**src/verilog/imd_cfg.svh**
```systemverilog
// opcode, field, register and timing macros for the instruction decoder
`ifndef IMD_CFG_SVH
`define IMD_CFG_SVH
`define IMD_OPC_HI      23
`define IMD_OPC_LO      16
`define IMD_OP_NOP      8'h00
`define IMD_OP_ICALL    8'h01
`define IMD_OP_CALL     8'h02
`define IMD_OP_IGOTO    8'h03
`define IMD_OP_GOTO     8'h04
`define IMD_OP_RETURN   8'h06
`define IMD_OP_RETI     8'h07
`define IMD_OP_DO       8'h08
`define IMD_OP_BRA      8'h37
`define IMD_OP_CBR_GRP  4'h3
`define IMD_OP_SKIP_LO  8'hA4
`define IMD_OP_SKIP_HI  8'hA7
`define IMD_OP_TBLRD    8'hBA
`define IMD_OP_TBLWR    8'hBB
`define IMD_OP_MOVD     8'hBE
`define IMD_OP_MAC_GRP  4'hC
`define IMD_OP_SQR      8'hF0
`define IMD_CYC_BRANCH  2'h2
`define IMD_CYC_TABLE   2'h2
`define IMD_CYC_RETURN  2'h3
`define IMD_CYC_DMOVE   2'h2
`define IMD_CYC_TAKEN   2'h2
`define IMD_F_ACC       15
`define IMD_F_MM_HI     14
`define IMD_F_MM_LO     12
`define IMD_F_XPF_HI    11
`define IMD_F_XPF_LO    8
`define IMD_F_YPF_HI    7
`define IMD_F_YPF_LO    4
`define IMD_F_XD_HI     3
`define IMD_F_XD_LO     2
`define IMD_F_AWB_HI    1
`define IMD_F_AWB_LO    0
`define IMD_W0          4'h0
`define IMD_W4          4'h4
`define IMD_W8          4'h8
`define IMD_W10         4'hA
`define IMD_W12         4'hC
`define IMD_W13         4'hD
`define IMD_ADDR_STATUS 5'h00
`define IMD_ADDR_CTRL   5'h04
`define IMD_ADDR_COUNT  5'h08
`define IMD_ADDR_FAULT  5'h0C
`define IMD_RST_FLAGS   9'h000
`define IMD_RST_ENABLE  1'h1
`endif

```
**src/verilog/imd_pkg.sv**
```systemverilog
// types shared by the instruction decoder files
package imd_pkg;
    typedef enum logic [3:0] {
        CL_PLAIN, CL_NOP, CL_DWORD, CL_BRA, CL_CBRA, CL_IND,
        CL_TABLE, CL_RET, CL_SKIP, CL_DMOVE, CL_MAC, CL_SQR
    } imd_class_e;
    typedef enum logic [2:0] {
        ST_FIRST, ST_SECOND, ST_STALL, ST_SKIP1, ST_SKIP2
    } imd_state_e;
    typedef struct packed {
        logic sb; logic sa; logic ob; logic oa;
        logic z; logic ov; logic n; logic dc; logic c;
    } imd_flags_s;
    typedef struct packed {
        logic en; logic [3:0] rsel; logic [3:0] step; logic idx;
    } imd_pf_s;
    typedef struct packed {
        logic        acc_b;
        logic        awb_en;
        logic        awb_inc;
        logic [3:0]  awb_reg;
        logic        mul_ok;
        logic [3:0]  mul_m;
        logic [3:0]  mul_n;
        imd_pf_s     xpf;
        imd_pf_s     ypf;
        logic [3:0]  x_dest;
        logic [3:0]  bit_pos;
        logic [3:0]  default_work_register;
        logic [22:0] prog_lit;
        logic        lit_ok;
    } imd_fields_s;
    typedef struct packed {
        logic [23:0] word1;
        logic [23:0] word2;
        imd_class_e  cls;
        imd_fields_s f;
    } imd_exec_s;
    typedef struct packed {
        imd_state_e st;
        logic [1:0] cnt;
        logic [23:0] w1;
        imd_exec_s  ex;
        logic       ex_valid;
        logic       ex_nop;
        logic       orphan;
        imd_flags_s flags;
        logic       enable;
        logic [2:0] fault;
        logic [15:0] icount;
        logic       ack;
        logic [31:0] rdata;
    } imd_state_s;
endpackage

```
**src/verilog/imd_fields.sv**
```systemverilog
// operand field decoder for DSP, bit and program address forms
`timescale 1ns/100ps
`default_nettype none
`include "imd_cfg.svh"
module imd_fields
    import imd_pkg::*;
(
    input  wire logic [23:0] word1,
    input  wire logic [23:0] word2,
    input  wire imd_class_e  cls,
    output imd_fields_s      fields
);
    // prefetch code: 0 none, 1..7 low reg, 8..14 high reg, 15 high+W12
    function automatic imd_pf_s pf_dec(input logic [3:0] c,
                                       input logic [3:0] base);
        imd_pf_s    p;
        logic [2:0] k;
        p = '0;
        k = c[3] ? 3'(4'(c - 4'h7)) : c[2:0];
        p.en = (c != 4'h0);
        p.rsel = c[3] ? 4'(base + 4'h1) : base;
        p.idx = (c == 4'hF);
        case (k)
            3'h2: p.step = 4'h2;
            3'h3: p.step = 4'h4;
            3'h4: p.step = 4'h6;
            3'h5: p.step = 4'hE;
            3'h6: p.step = 4'hC;
            3'h7: p.step = 4'hA;
            default: p.step = 4'h0;
        endcase
        return p;
    endfunction

    logic [2:0] mm;
    assign mm = word1[`IMD_F_MM_HI:`IMD_F_MM_LO];

    always_comb begin
        fields = '0;
        fields.acc_b = word1[`IMD_F_ACC];
        fields.awb_en = !word1[`IMD_F_AWB_HI];
        fields.awb_inc = word1[`IMD_F_AWB_LO];
        fields.awb_reg = `IMD_W13;
        fields.xpf = pf_dec(word1[`IMD_F_XPF_HI:`IMD_F_XPF_LO],
                            `IMD_W8);
        fields.ypf = pf_dec(word1[`IMD_F_YPF_HI:`IMD_F_YPF_LO],
                            `IMD_W10);
        fields.x_dest = 4'(`IMD_W4 +
                           {2'h0, word1[`IMD_F_XD_HI:`IMD_F_XD_LO]});
        fields.bit_pos = word1[3:0];
        fields.default_work_register = `IMD_W0;
        fields.prog_lit = {word2[6:0], word1[15:0]};
        fields.lit_ok = !word1[0];
        if (cls == CL_SQR) begin
            fields.mul_ok = 1'b1;
            fields.mul_m = 4'(`IMD_W4 + {2'h0, mm[1:0]});
            fields.mul_n = fields.mul_m;
        end else begin
            fields.mul_ok = (mm < 3'h6);
            case (mm)
                3'h0: {fields.mul_m, fields.mul_n} = 8'h45;
                3'h1: {fields.mul_m, fields.mul_n} = 8'h46;
                3'h2: {fields.mul_m, fields.mul_n} = 8'h47;
                3'h3: {fields.mul_m, fields.mul_n} = 8'h56;
                3'h4: {fields.mul_m, fields.mul_n} = 8'h57;
                3'h5: {fields.mul_m, fields.mul_n} = 8'h67;
                default: {fields.mul_m, fields.mul_n} = 8'h00;
            endcase
        end
    end
endmodule
`default_nettype wire

```
**src/verilog/imd_decoder.sv**
```systemverilog
// instruction decode sequencer with cycle control and status flags
//
// Implementation choices: the Avalon-MM interface to the registers and the register offsets.
`timescale 1ns/100ps
`default_nettype none
`include "imd_cfg.svh"
// Notes on behaviour
// - 24-bit words, top 8 bits are opcode
// - second word of a pair has zero top byte
// - lone second word executes as a no-op
// - double-word instructions take two cycles
// - one cycle; taken test or jump adds no-op
// - branches, indirect, table, returns: two or three
// - taken skip: two or three cycles by length
// - double-word moves take two cycles
// - file instructions use register zero implicitly
// - accumulator field picks A or B
// - write-back goes to register 13 or post-increment
// - square uses one register from 4 to 7
// - multiply pair: two distinct registers 4 to 7
// - X prefetch through register 8 or 9
// - Y prefetch through register 10 or 11
// - X prefetch data lands in registers 4 to 7
// - program address literal has even bit zero
// - bit position field is 4 bits wide
// - five general flags held for instructions
// - four accumulator flags held for instructions
module imd_decoder
    import imd_pkg::*;
(
    input  wire logic        mclk,
    input  wire logic        rst,
    input  wire logic [4:0]  avs_address,
    input  wire logic        avs_read,
    input  wire logic        avs_write,
    input  wire logic [31:0] avs_writedata,
    output logic [31:0]      avs_readdata,
    output logic             avs_waitrequest,
    input  wire logic        instr_valid,
    input  wire logic [23:0] instr_word,
    output logic             instr_ready,
    output logic             dword_follow,
    input  wire logic        cond_true,
    input  wire imd_flags_s  flag_we,
    input  wire imd_flags_s  flag_upd,
    output imd_flags_s       flags,
    output logic             exec_valid,
    output logic             exec_nop,
    output logic             exec_orphan,
    output imd_exec_s        exec_out
);
    function automatic imd_class_e classify(input logic [7:0] op);
        imd_class_e c;
        c = CL_PLAIN;
        if (op == `IMD_OP_NOP)
            c = CL_NOP;
        else if (op == `IMD_OP_GOTO || op == `IMD_OP_CALL ||
                 op == `IMD_OP_DO)
            c = CL_DWORD;
        else if (op == `IMD_OP_BRA)
            c = CL_BRA;
        else if (op[7:4] == `IMD_OP_CBR_GRP)
            c = CL_CBRA;
        else if (op == `IMD_OP_ICALL || op == `IMD_OP_IGOTO)
            c = CL_IND;
        else if (op == `IMD_OP_TBLRD || op == `IMD_OP_TBLWR)
            c = CL_TABLE;
        else if (op == `IMD_OP_RETURN || op == `IMD_OP_RETI)
            c = CL_RET;
        else if (op >= `IMD_OP_SKIP_LO && op <= `IMD_OP_SKIP_HI)
            c = CL_SKIP;
        else if (op == `IMD_OP_MOVD)
            c = CL_DMOVE;
        else if (op[7:4] == `IMD_OP_MAC_GRP)
            c = CL_MAC;
        else if (op == `IMD_OP_SQR)
            c = CL_SQR;
        return c;
    endfunction

    // extra no-op cycles after the issue cycle
    function automatic logic [1:0] extra_cyc(input imd_class_e c,
                                             input logic taken);
        logic [1:0] e;
        e = 2'h0;
        case (c)
            CL_BRA, CL_IND: e = `IMD_CYC_BRANCH - 2'h1;
            CL_TABLE:       e = `IMD_CYC_TABLE - 2'h1;
            CL_RET:         e = `IMD_CYC_RETURN - 2'h1;
            CL_DMOVE:       e = `IMD_CYC_DMOVE - 2'h1;
            CL_CBRA:        e = taken ? `IMD_CYC_TAKEN - 2'h1 : 2'h0;
            default:        e = 2'h0;
        endcase
        return e;
    endfunction

    imd_state_s  r;
    imd_state_s  n;
    imd_fields_s fld;
    imd_class_e  cls;
    logic [23:0] w1_sel;
    logic        acc;
    logic        req;
    logic [1:0]  extra;
    logic [2:0]  fault_set;

    assign w1_sel = (r.st == ST_SECOND) ? r.w1 : instr_word;
    assign cls = classify(w1_sel[`IMD_OPC_HI:`IMD_OPC_LO]);
    assign acc = instr_valid && instr_ready;
    assign req = avs_read || avs_write;
    assign extra = extra_cyc(cls, cond_true);

    imd_fields u_fields (
        .word1  (w1_sel),
        .word2  (instr_word),
        .cls    (cls),
        .fields (fld)
    );

    // stalls hold ready low so fetch cannot run ahead of the cycle count
    assign instr_ready = r.enable &&
                         (r.st != ST_STALL);
    assign dword_follow = (r.st == ST_SECOND) ||
                          (r.st == ST_FIRST && instr_valid &&
                           cls == CL_DWORD);
    assign avs_waitrequest = req && !r.ack;
    assign avs_readdata = r.rdata;
    assign flags = r.flags;
    assign exec_valid = r.ex_valid;
    assign exec_nop = r.ex_nop;
    assign exec_orphan = r.orphan;
    assign exec_out = r.ex;

    always_comb begin
        n = r;
        n.ex_valid = 1'b0;
        n.ex_nop = 1'b0;
        n.orphan = 1'b0;
        n.ack = req && !r.ack;
        fault_set = 3'h0;
        case (r.st)
            ST_FIRST: begin
                if (acc) begin
                    n.w1 = instr_word;
                    n.ex.word1 = instr_word;
                    n.ex.word2 = 24'h000000;
                    n.ex.cls = cls;
                    n.ex.f = fld;
                    if (cls == CL_DWORD) begin
                        n.st = ST_SECOND;
                    end else if (cls == CL_NOP) begin
                        // a stray second word lands here as a no-op
                        n.ex_nop = 1'b1;
                        n.orphan = 1'b1;
                    end else begin
                        n.ex_valid = 1'b1;
                        if ((cls == CL_MAC || cls == CL_SQR) &&
                            (!fld.mul_ok || (fld.awb_inc && !fld.awb_en)))
                            fault_set[2] = 1'b1;
                        if (cls == CL_SKIP && cond_true) begin
                            n.st = ST_SKIP1;
                        end else if (extra != 2'h0) begin
                            n.st = ST_STALL;
                            n.cnt = extra;
                        end
                    end
                end
            end
            ST_SECOND: begin
                if (acc) begin
                    n.ex_valid = 1'b1;
                    n.ex.word2 = instr_word;
                    n.ex.f = fld;
                    n.st = ST_FIRST;
                    if (instr_word[`IMD_OPC_HI:`IMD_OPC_LO] != 8'h00)
                        fault_set[0] = 1'b1;
                    if (r.w1[`IMD_OPC_HI:`IMD_OPC_LO] != `IMD_OP_DO &&
                        !fld.lit_ok)
                        fault_set[1] = 1'b1;
                end
            end
            ST_STALL: begin
                n.ex_nop = 1'b1;
                n.cnt = r.cnt - 2'h1;
                if (r.cnt == 2'h1)
                    n.st = ST_FIRST;
            end
            ST_SKIP1: begin
                if (acc) begin
                    n.ex_nop = 1'b1;
                    // a skipped pair costs one more cycle
                    n.st = (classify(instr_word[`IMD_OPC_HI:`IMD_OPC_LO])
                            == CL_DWORD) ? ST_SKIP2 : ST_FIRST;
                end
            end
            ST_SKIP2: begin
                if (acc) begin
                    n.ex_nop = 1'b1;
                    n.st = ST_FIRST;
                end
            end
            default: n.st = ST_FIRST;
        endcase
        if (r.ex_valid)
            n.icount = r.icount + 16'h0001;
        // bus write lands on the edge where waitrequest is seen low
        if (avs_write && r.ack) begin
            case (avs_address)
                `IMD_ADDR_STATUS:
                    n.flags = imd_flags_s'({avs_writedata[11:8],
                                            avs_writedata[4:0]});
                `IMD_ADDR_CTRL:
                    n.enable = avs_writedata[0];
                `IMD_ADDR_FAULT:
                    n.fault = n.fault & ~avs_writedata[2:0];
                default: n.enable = n.enable;
            endcase
        end
        // a fault raised in the clearing cycle must not be lost
        n.fault = n.fault | fault_set;
        // datapath updates beat a software write in the same cycle
        n.flags = (flag_we & flag_upd) | (~flag_we & n.flags);
        if (req && !r.ack) begin
            case (avs_address)
                `IMD_ADDR_STATUS:
                    n.rdata = {20'h00000, r.flags[8:5], 3'h0, r.flags[4:0]};
                `IMD_ADDR_CTRL:  n.rdata = {31'h00000000, r.enable};
                `IMD_ADDR_COUNT: n.rdata = {16'h0000, r.icount};
                `IMD_ADDR_FAULT: n.rdata = {29'h00000000, r.fault};
                default:         n.rdata = 32'h00000000;
            endcase
        end
    end

    always_ff @(posedge mclk) begin
        if (rst) begin
            r <= '0;
            r.st <= ST_FIRST;
            r.flags <= `IMD_RST_FLAGS;
            r.enable <= `IMD_RST_ENABLE;
        end else begin
            r <= n;
        end
    end
endmodule
`default_nettype wire

```
**config.mk**
```make
export PLATFORM = sky130hd
export DESIGN_NAME = imd_decoder
export DESIGN_NICKNAME = d
export VERILOG_FILES = /design/src/verilog/imd_pkg.sv /design/src/verilog/imd_fields.sv /design/src/verilog/imd_decoder.sv
export VERILOG_INCLUDE_DIRS = /design/src /design/src/verilog
export SDC_FILE = /design/constraint.sdc
export NUM_CORES = 1
export LEC_CHECK = 0
export ABC_CLOCK_PERIOD_IN_PS = 3300
export BUFFER_PORTS_ARGS = -buffer_cell sky130_fd_sc_hd__buf_2
export CORE_MARGIN = 4
export CORE_UTILIZATION = 43
export DETAILED_ROUTE_END_ITERATION = 16
export GPL_TIMING_DRIVEN = 1
export MAX_ROUTING_LAYER = met4
export PLACE_DENSITY = 0.66
export SLEW_MARGIN = 10
export SYNTH_ARGS = -nofsm -noshare
export SYNTH_HDL_FRONTEND = slang
export SYNTH_SLANG_ARGS = --single-unit
```
**constraint.sdc**
```tcl
create_clock -name mclk -period 3.3 [get_ports mclk]
set_input_delay 0.165 -clock mclk [delete_from_list [all_inputs] [get_ports mclk]]
set_output_delay 0.165 -clock mclk [all_outputs]
set_load 0.01 [all_outputs]
```
==> flow_metrics.tcl, run 1 <==
set metrics [dict create \
    maxCapViolCount 0 \
    num_rows 49 \
    max_stage_delay_ps 490 \
    layout_commonest_cell "buf_2" \
    synth_edf_count 0 \
    max_freq_mhz 334 \
    avgViaCountPerCell 5.24 \
    antenna_found_initial 1 \
    syn-cell-area_sq_mm 0.00801 \
    start_util_pct 44.1 \
    irDropWorstVdd_v 0.000323 \
    met1_length_um 9120 \
    drt_iter0_drc 394 \
    cts_root_buf "clkbuf_16" \
    hpwlAfterDp_um 14300 \
    met3_length_um 1320 \
    cp.arrival_ps 3320 \
    grt_setup_unrepaired "false" \
    synthFlopType "dfxtp_1" \
    ioPinCount 256 \
    avgSynthCellArea_sq_um 8.13 \
    crit_start "r[217]" \
    rrSetupSlack_ps 310 \
    cts_buffers 17 \
    cp.buffers_inverters 2 \
    grt_max_degree 95 \
    cts.path.max_buffers 2 \
    setup_tns_ps 0 \
    final_cell_mix "buf_2, dfxtp_1, nor2_1" \
    power.density_mw_per_mm2 487 \
    dp_slack_ps 310 \
    final_antenna_net_count 0 \
    clkLatencyLatePin_ps 420 \
    htreeDepth 4 \
    fin_skew_ps 12.6 \
    relSlewSlack_pct 30.5 \
    syn_inst 985 \
    numPortBuffers 203 \
    crit_path_end "exec_out[49]" \
    worst_setup_path_start_kind "register" \
    status "completed" \
    n_fill_cell 1787 \
    path_max_fanout 20 \
    die_h_um 144 \
    seq_area_frac_synth_pct 37.0 \
    drt-total-wl_um 20700 \
    final_nets 1147 \
    final_cell_area_sq_mm 0.00892 \
    cp-end-kind "register" \
    grt_usage_pct 20.2 \
    period_share_pct 90.7 \
    cts_tree "built" \
    die_x_um 144 \
    drv_slew 0 \
    via_count 6805 \
    r2r-start "r[217]" \
    leakagePower_nw 3.98 \
    crit_type "reg2reg" \
    grt_pass1_vias 6267 \
    clock_sinks 148 \
    crit_chain "or3b_4 > buf_4 > mux2i_1 > inv_1 > ha_1 > nor2b_1 > xnor2_1 > or3_1 > a311oi_1" \
    die_area_sq_mm 0.0209 \
    worst-path-stages 9 \
    timing.final.crit_period_ps 2990 \
    r2r_cells 9 \
    synth-async-reset-ratio_pct 0 \
    dr.pass1.iters 5 \
    drc_errors 0 \
    worst_slack_ps 305 \
    place_inst 1239 \
    grt-ovfl-total 0 \
    ys_ff_latch 148 \
    r2r_end "exec_out[49]" \
    crit_family "simple AND/OR/NAND/NOR gates" \
    grt_pass1_wl_um 32700 \
    critical-path-slowest-cell "dfxtp_1" \
    area_growth_pct 11.4 \
    wl_met2_um 10000 \
    hold_viol_final 0 \
    synth.distinct_cells 74 \
    hp-class "in2reg" \
    place_congestion 0.837 \
    required_ps 3620 \
    final_layout_size_suffix_gt1_share_pct 25.9 \
    core_sq_mm 0.0181 \
    cts.clk_slew.worst_paths_ps 60 \
    worst_pin_slew_ps 1040 \
    wl_per_cell_um 15.9 \
    fin_cells 1299 \
    routed.top_layer "met4" \
    yosys_warnings 0 \
    setup_violations 0 \
    place_area_sq_mm 0.00810 \
]
==> power by group <==
part / internal [mW] / total (mW) / switching (mW)
Sequential: 1.87 / 1.94 / 0.0691
Clock: 0.982 / 1.81 / 0.833
Combinational: 0.238 / 0.596 / 0.358
==> synthesized netlist by cell type, types with 3 or more instances <==
library cell  number  area (sq um)
nand4_1            9          56.3
a22oi_1           28           210
or2_2              3          18.8
o311ai_0           3          26.3
or3_1              9          56.3
nor2_1           130           488
nor2b_1            6          37.5
nand2b_1           3          18.8
a221oi_1           6          52.6
or4_1              6          45.0
xor2_1            13           114
nand3b_1           3          22.5
o21a_1             4          30.0
a21oi_1           64           320
nor4_1             8          50.1
a211oi_1          23           173
dfxtp_1          148          2960
nor3_1            23           115
xnor2_1            8          70.1
nand2_1          108           405
buf_4            165          1240
ha_1               6          75.1
buf_6              3          33.8
o21ai_0           24           120
nand3_1           19          95.1
a311oi_1           5          43.8
buf_2              3          15.0
a31oi_1            3          18.8
clkbuf_1          54           203
mux2i_1           28           280
inv_1             11          41.3
and3_1             8          50.1
==> worst register-to-register path, cell delays in order (launching register included) <==
cell and delay [ps]:
dfxtp_1 490, or3b_4 400, buf_4 330, mux2i_1 420, inv_1 90, ha_1 200
nor2b_1 140, xnor2_1 200, or3_1 390, a311oi_1 240
==> per-stage QoR <==
step	util (%)	power, mW	hold slack [ps]
2_1_floorplan	-	2.45	298
3_3_place_gp	44.6	2.54	399
3_5_place_dp	44.6	2.54	401
4_1_cts	49.1	4.40	1.26
5_1_grt	49.1	4.56	12.7
6_report	49.1	4.35	14.2
==> worst min-delay path by stage <==
stage,to,slack (ps),depth (start not counted),start
2_1_floorplan,r[52],300,2,avs_writedata[0]
3_5_place_dp,flags[6],400,3,flag_upd[6]
4_1_cts,exec_out[114],1,3,instr_word[14]
5_1_grt,exec_out[103],10,3,instr_word[3]
6_report,exec_out[21],10,3,instr_word[4]
3_3_place_gp,flags[8],400,3,flag_upd[8]
==> logic make-up after synthesis <==
family / after synthesis / synth area share, %
compound gates: 185 / 15.4
xor+xnor: 21 / 2.30
fa+ha+maj: 6 / 0.938
buf+inv: 237 / 19.2
flops: 148 / 37.0
mux: 32 / 4.39
other cells: 1 / 0.0468
simple gates: 355 / 20.7
==> layout make-up <==
class                   count  area [sq um]  area share (%)
multi-input cells         628          3630            40.7
flip-flops and latches    148          2960            33.2
repair buffers            250          1450            16.3
clock buffers              17           425            4.77
well taps                 229           287            3.21
clock inverters            15           123            1.37
inverters                  11          41.3           0.463
diodes                      1          2.50          0.0281
==> sequential cells by signal, indices dropped and copies added (netlist names) <==
signal,flops
exec_out,94
r,26
avs_readdata,16
flags,9
exec_nop,1
exec_orphan,1
exec_valid,1
==> metal layers <==
layer  track usage [%]  vias to the layer above
li1                  -                     3357
met1              25.5                     3188
met2              32.6                      242
met3              4.43                       18
met4              5.74                        0
met5                 -                        -
==> what timing repair did <==
item,4_1_cts,5_1_grt
buffers inserted,0,0
hold endpoints to repair,18,0
resized for setup,0,0
setup endpoints to repair,0,0
hold buffers,27,0
(Power assumes the default switching activity.)
==> inputs of run 2 (changes only) <==
--- a/config.mk
+++ b/config.mk
@@ -6,6 +6,7 @@
 export SDC_FILE = /design/constraint.sdc
 export NUM_CORES = 1
 export LEC_CHECK = 0
+export ABC_AREA = 1
 export ABC_CLOCK_PERIOD_IN_PS = 3300
 export BUFFER_PORTS_ARGS = -buffer_cell sky130_fd_sc_hd__buf_2
 export CORE_MARGIN = 4
==> run 2 against run 1 <==
Compared with the run above: non-clock buffer count fell by 25; wire length decreased by 1.6%; final cell count is 9.5% higher; clock skew down 4.6 ps; critical path depth up 3; combinational power up 6.5%; power increased by 4.9%; fmax is 0.45% lower; worst setup slack got worse by 13 ps; hold slack lost 0.92 ps; largest cell class unchanged; highest routed layer unchanged.
==> flow_metrics.tcl, run 2 <==
set metrics [dict create \
    crit_top_cell "nand2_1" \
    drt_iter0_drc 298 \
    place_area_sq_mm 0.00802 \
    leakagePower_nw 4.23 \
    grt_pass1_wl_um 32400 \
    avgSynthCellArea_sq_um 7.14 \
    grt_pass1_vias 6588 \
    worst_setup_path_start_kind "register" \
    place_congestion 0.894 \
    area_growth_pct 9.61 \
    cp-end-kind "output pin" \
    hold_viol_final 0 \
    final_layout_size_suffix_gt1_share_pct 23.6 \
    worst_pin_slew_ps 1040 \
    crit_type "reg2out" \
    drc_errors 0 \
    cts.clk_slew.worst_paths_ps 70 \
    relSlewSlack_pct 30.6 \
    setup_tns_ps 0 \
    cp.arrival_ps 2840 \
    max_freq_mhz 332 \
    hpwlAfterDp_um 14600 \
    cts_buffers 17 \
    final_nets 1272 \
    via_count 7029 \
    die_area_sq_mm 0.0208 \
    irDropWorstVdd_v 0.000346 \
    num_rows 49 \
    grt-ovfl-total 0 \
    grt_setup_unrepaired "false" \
    path_max_fanout 17 \
    cts.path.max_buffers 2 \
    die_h_um 144 \
    seq_area_frac_synth_pct 37.1 \
    final_antenna_net_count 0 \
    rrSetupSlack_ps 460 \
    required_ps 3130 \
    ys_ff_latch 148 \
    grt_usage_pct 20.0 \
    synth.distinct_cells 44 \
    numPortBuffers 203 \
    drv_slew 0 \
    clock_sinks 148 \
    wl_per_cell_um 14.3 \
    cts_root_buf "clkbuf_16" \
    htreeDepth 4 \
    fin_util_pct 48.4 \
    final_cell_area_sq_mm 0.00875 \
    period_share_pct 91.2 \
    ioPinCount 256 \
    antenna_found_initial 0 \
    synth-async-reset-ratio_pct 0 \
    synth_top_area_share_pct 37.1 \
    cp.buffers_inverters 3 \
    yosys_warnings 0 \
    crit_family "simple AND/OR/NAND/NOR gates" \
    fin_skew_ps 7.97 \
    syn_inst 1118 \
    total_power_mw 4.56 \
    core_sq_mm 0.0181 \
    clkLatencyLatePin_ps 430 \
    diodes 0 \
    largest_reg_flops 94 \
    drt-total-wl_um 20300 \
    synthFlopType "dfxtp_1" \
    max_stage_delay_ps 540 \
    avgViaCountPerCell 4.94 \
    syn-cell-area_sq_mm 0.00799 \
    synth_commonest_cells "nand2_1, buf_4, dfxtp_1" \
    maxCapViolCount 0 \
    layout_commonest_cell "nand2_1" \
    dr.pass1.iters 5 \
    yosysMostFrequentCell "nand2_1" \
    power.density_mw_per_mm2 521 \
    synth_edf_count 0 \
    n_fill_cell 1851 \
    hp-class "in2reg" \
    start_util_pct 44.2 \
    timing.final.crit_period_ps 3010 \
    critical-path-slowest-cell "dfxtp_1" \
    synth.largest_area_cell "dfxtp_1" \
    final_cell_mix "nand2_1, buf_2, dfxtp_1" \
    cts_tree "built" \
    synthTopCellsByArea "dfxtp_1, buf_4, nand2_1" \
    crit_chain "nand2_2 > nor2_2 > buf_4 > nand2_1 > nand2_1 > nand2_1 > nand2_1 > nand2_1 > nor2_2 > inv_1 > o31ai_1 > buf_2" \
    status "completed" \
    grt_max_degree 91 \
    setup_violations 0 \
    die_x_um 144 \
]
-- run 2: cell types whose count changed in the layout (fill, tap and decap cells not counted), sizes merged, moves of 22 or more --
cell   change
nand2    +126
o21ai     +53
nand3     +22
mux2i     -27
inv      +100
nor2      -36
a22oi     -28
a21oi     +39
-- run 2: where the power goes --
group,internal (mW),total (mW),switching (mW),leakage [nW]
registers,1.88,1.95,0.0645,1.21
logic,0.226,0.635,0.409,2.73
clock network,1.14,1.98,0.840,0.293
total,3.24,4.56,1.31,4.23
-- run 2: logic make-up (layout without fill, tap and decap cells) --
kind of cell               count (synthesis)  count (layout)  share of synthesized area [%]
AOI/OAI and AO/OA                        233             233                           16.6
and+or+nand+nor                          403             403                           21.2
xor gates and xnor gates                   5               5                          0.548
buffers and inverters                    320             368                           23.4
other                                      1              29                         0.0470
adders and majority gates                  6               6                          0.940
DFF                                      148             148                           37.1
muxes                                      2               2                          0.251
-- run 2: final cells by class --
type                    count  area (sq um)  area share, %
clock buffers              17           425           4.86
clock inverters            15           170           1.94
inverters                 111           417           4.76
multi-input cells         678          3270           37.4
flip-flops and latches    148          2960           33.9
well taps                 229           287           3.27
repair buffers            225          1220           13.9
-- run 2: what timing repair did --
item / in CTS / in global routing
setup endpoints to repair: 0 / 1
hold endpoints to repair: 12 / 0
hold buffers: 13 / 0
buffers inserted: 0 / 0
resized for setup: 0 / 1
-- run 2: routing by layer --
layer	global-route usage, %	share of wire, %	wire (um)
met1	24.5	45	9240
met5	-	0	0
met4	8.49	2.7	556
met3	3.90	5.7	1150
met2	32.4	46	9370
-- run 2: path summary, 6_finish.rpt --
| check | cells past startpoint | startpoint | endpoint |
|---|---|---|---|
| max | 12 | r[215] | dword_follow |
| min | 5 | flag_upd[6] | flags[6] |
| min reg2reg | 2 | exec_out[92] | exec_out[92] |
| max reg2reg | 13 | r[215] | exec_out[61] |
-- run 2: per-stage QoR --
step / hold slack (ps) / std cells / setup WS (ps)
3_5_place_dp: 390 / 1378 / 483
6_report: 13.3 / 1423 / 292
5_1_grt: 19.3 / 1423 / 25.6
4_1_cts: 1.07 / 1423 / 249
3_3_place_gp: 388 / 1378 / 549
2_1_floorplan: 298 / 1146 / 959
-- run 2: worst reg2reg max path, delay by kind of cell, from the launching register on --
| family | cells | cell delay (ps) |
|---|---|---|
| and+or+nand+nor | 7 | 1320 |
| DFF | 1 | 540 |
| AOI/OAI and AO/OA | 1 | 100 |
| buffers and inverters | 5 | 830 |
==> inputs of run 3 (changes only) <==
==> constraint.sdc (replaced) <==
create_clock -name mclk -period 3.3 [get_ports mclk]
set_input_delay 0.99 -clock mclk [delete_from_list [all_inputs] [get_ports mclk]]
set_output_delay 0.99 -clock mclk [all_outputs]
set_load 0.01 [all_outputs]
==> run 3 against run 2 <==
Compared with the run above: wire length up 1.8%; worst setup slack worse by 180 ps; clock skew up 0.68 ps; via count about the same; combinational power up 2%; design area up 0.96%; first-iteration DRC count up 30%; critical path depth down 1; global-route usage down 0.31 points; flip-flop and latch count unchanged; clock power down 6%; power down 2.4%; critical path type is now in2out; largest cell class unchanged; largest power group is now registers; highest routed layer unchanged.
==> flow_metrics.tcl, run 3 (synthesized netlist as in run 2, its figures left out) <==
set metrics [dict create \
    place_inst 1395 \
    n_fill_cell 1884 \
    avgViaCountPerCell 4.90 \
    worst_slack_ps 113 \
    crit_chain "buf_2 > inv_1 > nand2_1 > nand2_2 > nand2_1 > nand2_1 > nand2_1 > nor2_2 > inv_2 > o31ai_4 > buf_2" \
    core_sq_mm 0.0181 \
    holdWs_ps 459 \
    fin_cells 1435 \
    drt_iter0_drc 388 \
    setup_violations 0 \
    final_antenna_net_count 0 \
    worst_pin_slew_ps 648 \
    drc_errors 0 \
    power.density_mw_per_mm2 503 \
    grt_pass1_vias 6412 \
    cts.clk_slew.worst_paths_ps 60 \
    final_cell_area_sq_mm 0.00884 \
    drt-total-wl_um 20700 \
    start_util_pct 44.2 \
    multiInputGateArea_sq_mm 0.00331 \
    dp_slack_ps 115 \
    worst_setup_path_start_kind "primary input" \
    hold_viol_final 0 \
    grt-ovfl-total 0 \
    status "completed" \
    maxCapViolCount 0 \
    required_ps 2310 \
    die_x_um 144 \
    hp-class "reg2reg" \
    cp.arrival_ps 2200 \
    cp.buffers_inverters 4 \
    cp-end-kind "output pin" \
    antenna_found_initial 0 \
    clkLatencyLatePin_ps 420 \
    diodes 0 \
    die_h_um 144 \
    wl_per_cell_um 14.4 \
    cts.path.max_buffers 2 \
    place_congestion 0.871 \
    timing.final.crit_period_ps 3190 \
    period_share_pct 96.6 \
    layout_commonest_cell "nand2_1" \
    dr.pass1.iters 6 \
    area_growth_pct 10.7 \
    cts_buffers 17 \
    ioPinCount 256 \
    num_rows 49 \
    grt_max_degree 48 \
    crit_type "in2out" \
    crit_family "simple AND/OR/NAND/NOR gates" \
    hpwlAfterDp_um 15100 \
    numPortBuffers 203 \
    max_stage_delay_ps 250 \
    final_layout_size_suffix_gt1_share_pct 26.0 \
    cts_tree "built" \
    crit_top_cell "nand2_1" \
    cts_root_buf "clkbuf_16" \
    max_freq_mhz 314 \
    drv_slew 0 \
    layout.area.seq_sq_mm 0.00297 \
    clock_sinks 148 \
    place_area_sq_mm 0.00816 \
    die_area_sq_mm 0.0208 \
    final_nets 1284 \
    via_count 7036 \
    fin_util_pct 48.9 \
    largest_reg_flops 94 \
    setup_tns_ps 0 \
    fin_skew_ps 8.65 \
    htreeDepth 4 \
    total_power_mw 4.45 \
    relSlewSlack_pct 56.4 \
    grt_usage_pct 19.7 \
    path_max_fanout 5 \
    leakagePower_nw 4.29 \
    grt_pass1_wl_um 32000 \
    final_cell_mix "nand2_1, buf_2, dfxtp_1" \
    critical-path-slowest-cell "o31ai_4" \
    hold_buffers 0 \
    irDropWorstVdd_v 0.000339 \
]
run 3: repair_timing:
item                                    in CTS  in global routing
endpoints found under the setup margin       1                  1
buffers inserted                             0                  7
pin swaps                                    0                  4
cloned                                       0                  1
resized for setup                            2                 12
run 3: cell type report:
cell class	instances	area share (%)
Timing Repair Buffer	236	14.5
Clock buffer	19	5.01
Sequential cell	148	33.6
Tap cell	229	3.24
Multi-Input combinational cell	679	37.5
Inverter	111	4.72
Clock inverter	13	1.44
run 3: final timing paths:
path,start,endpoint,slack (ps),cells past startpoint
setup / recovery,instr_word[16],dword_follow,110,11
hold / removal,exec_out[0],exec_out[0],460,2
setup reg to reg,r[217],exec_out[38],670,16
hold reg to reg,exec_out[0],exec_out[0],460,2
run 3: where the power goes:
part | leakage, nW | switching [mW] | internal (mW) | total (mW)
sequential | 1.21 | 0.0642 | 1.88 | 1.94
combinational | 2.80 | 0.414 | 0.231 | 0.645
clock | 0.276 | 0.790 | 1.07 | 1.86
run 3: layer usage:
layer / global-route usage (%) / up-vias / share of wire [%]
met2: 32.3 / 202 / 48
met1: 24.5 / 3212 / 45
met4: 5.69 / 0 / 1.9
li1: - / 3591 / -
met3: 4.63 / 31 / 5.6
met5: - / - / 0
run 3: tightest hold or removal path: cells and delay by family (launching register included):
| family | cells | cell delay, ps |
|---|---|---|
| compound gates | 1 | 50 |
| flops | 1 | 310 |
| simple gates | 1 | 60 |
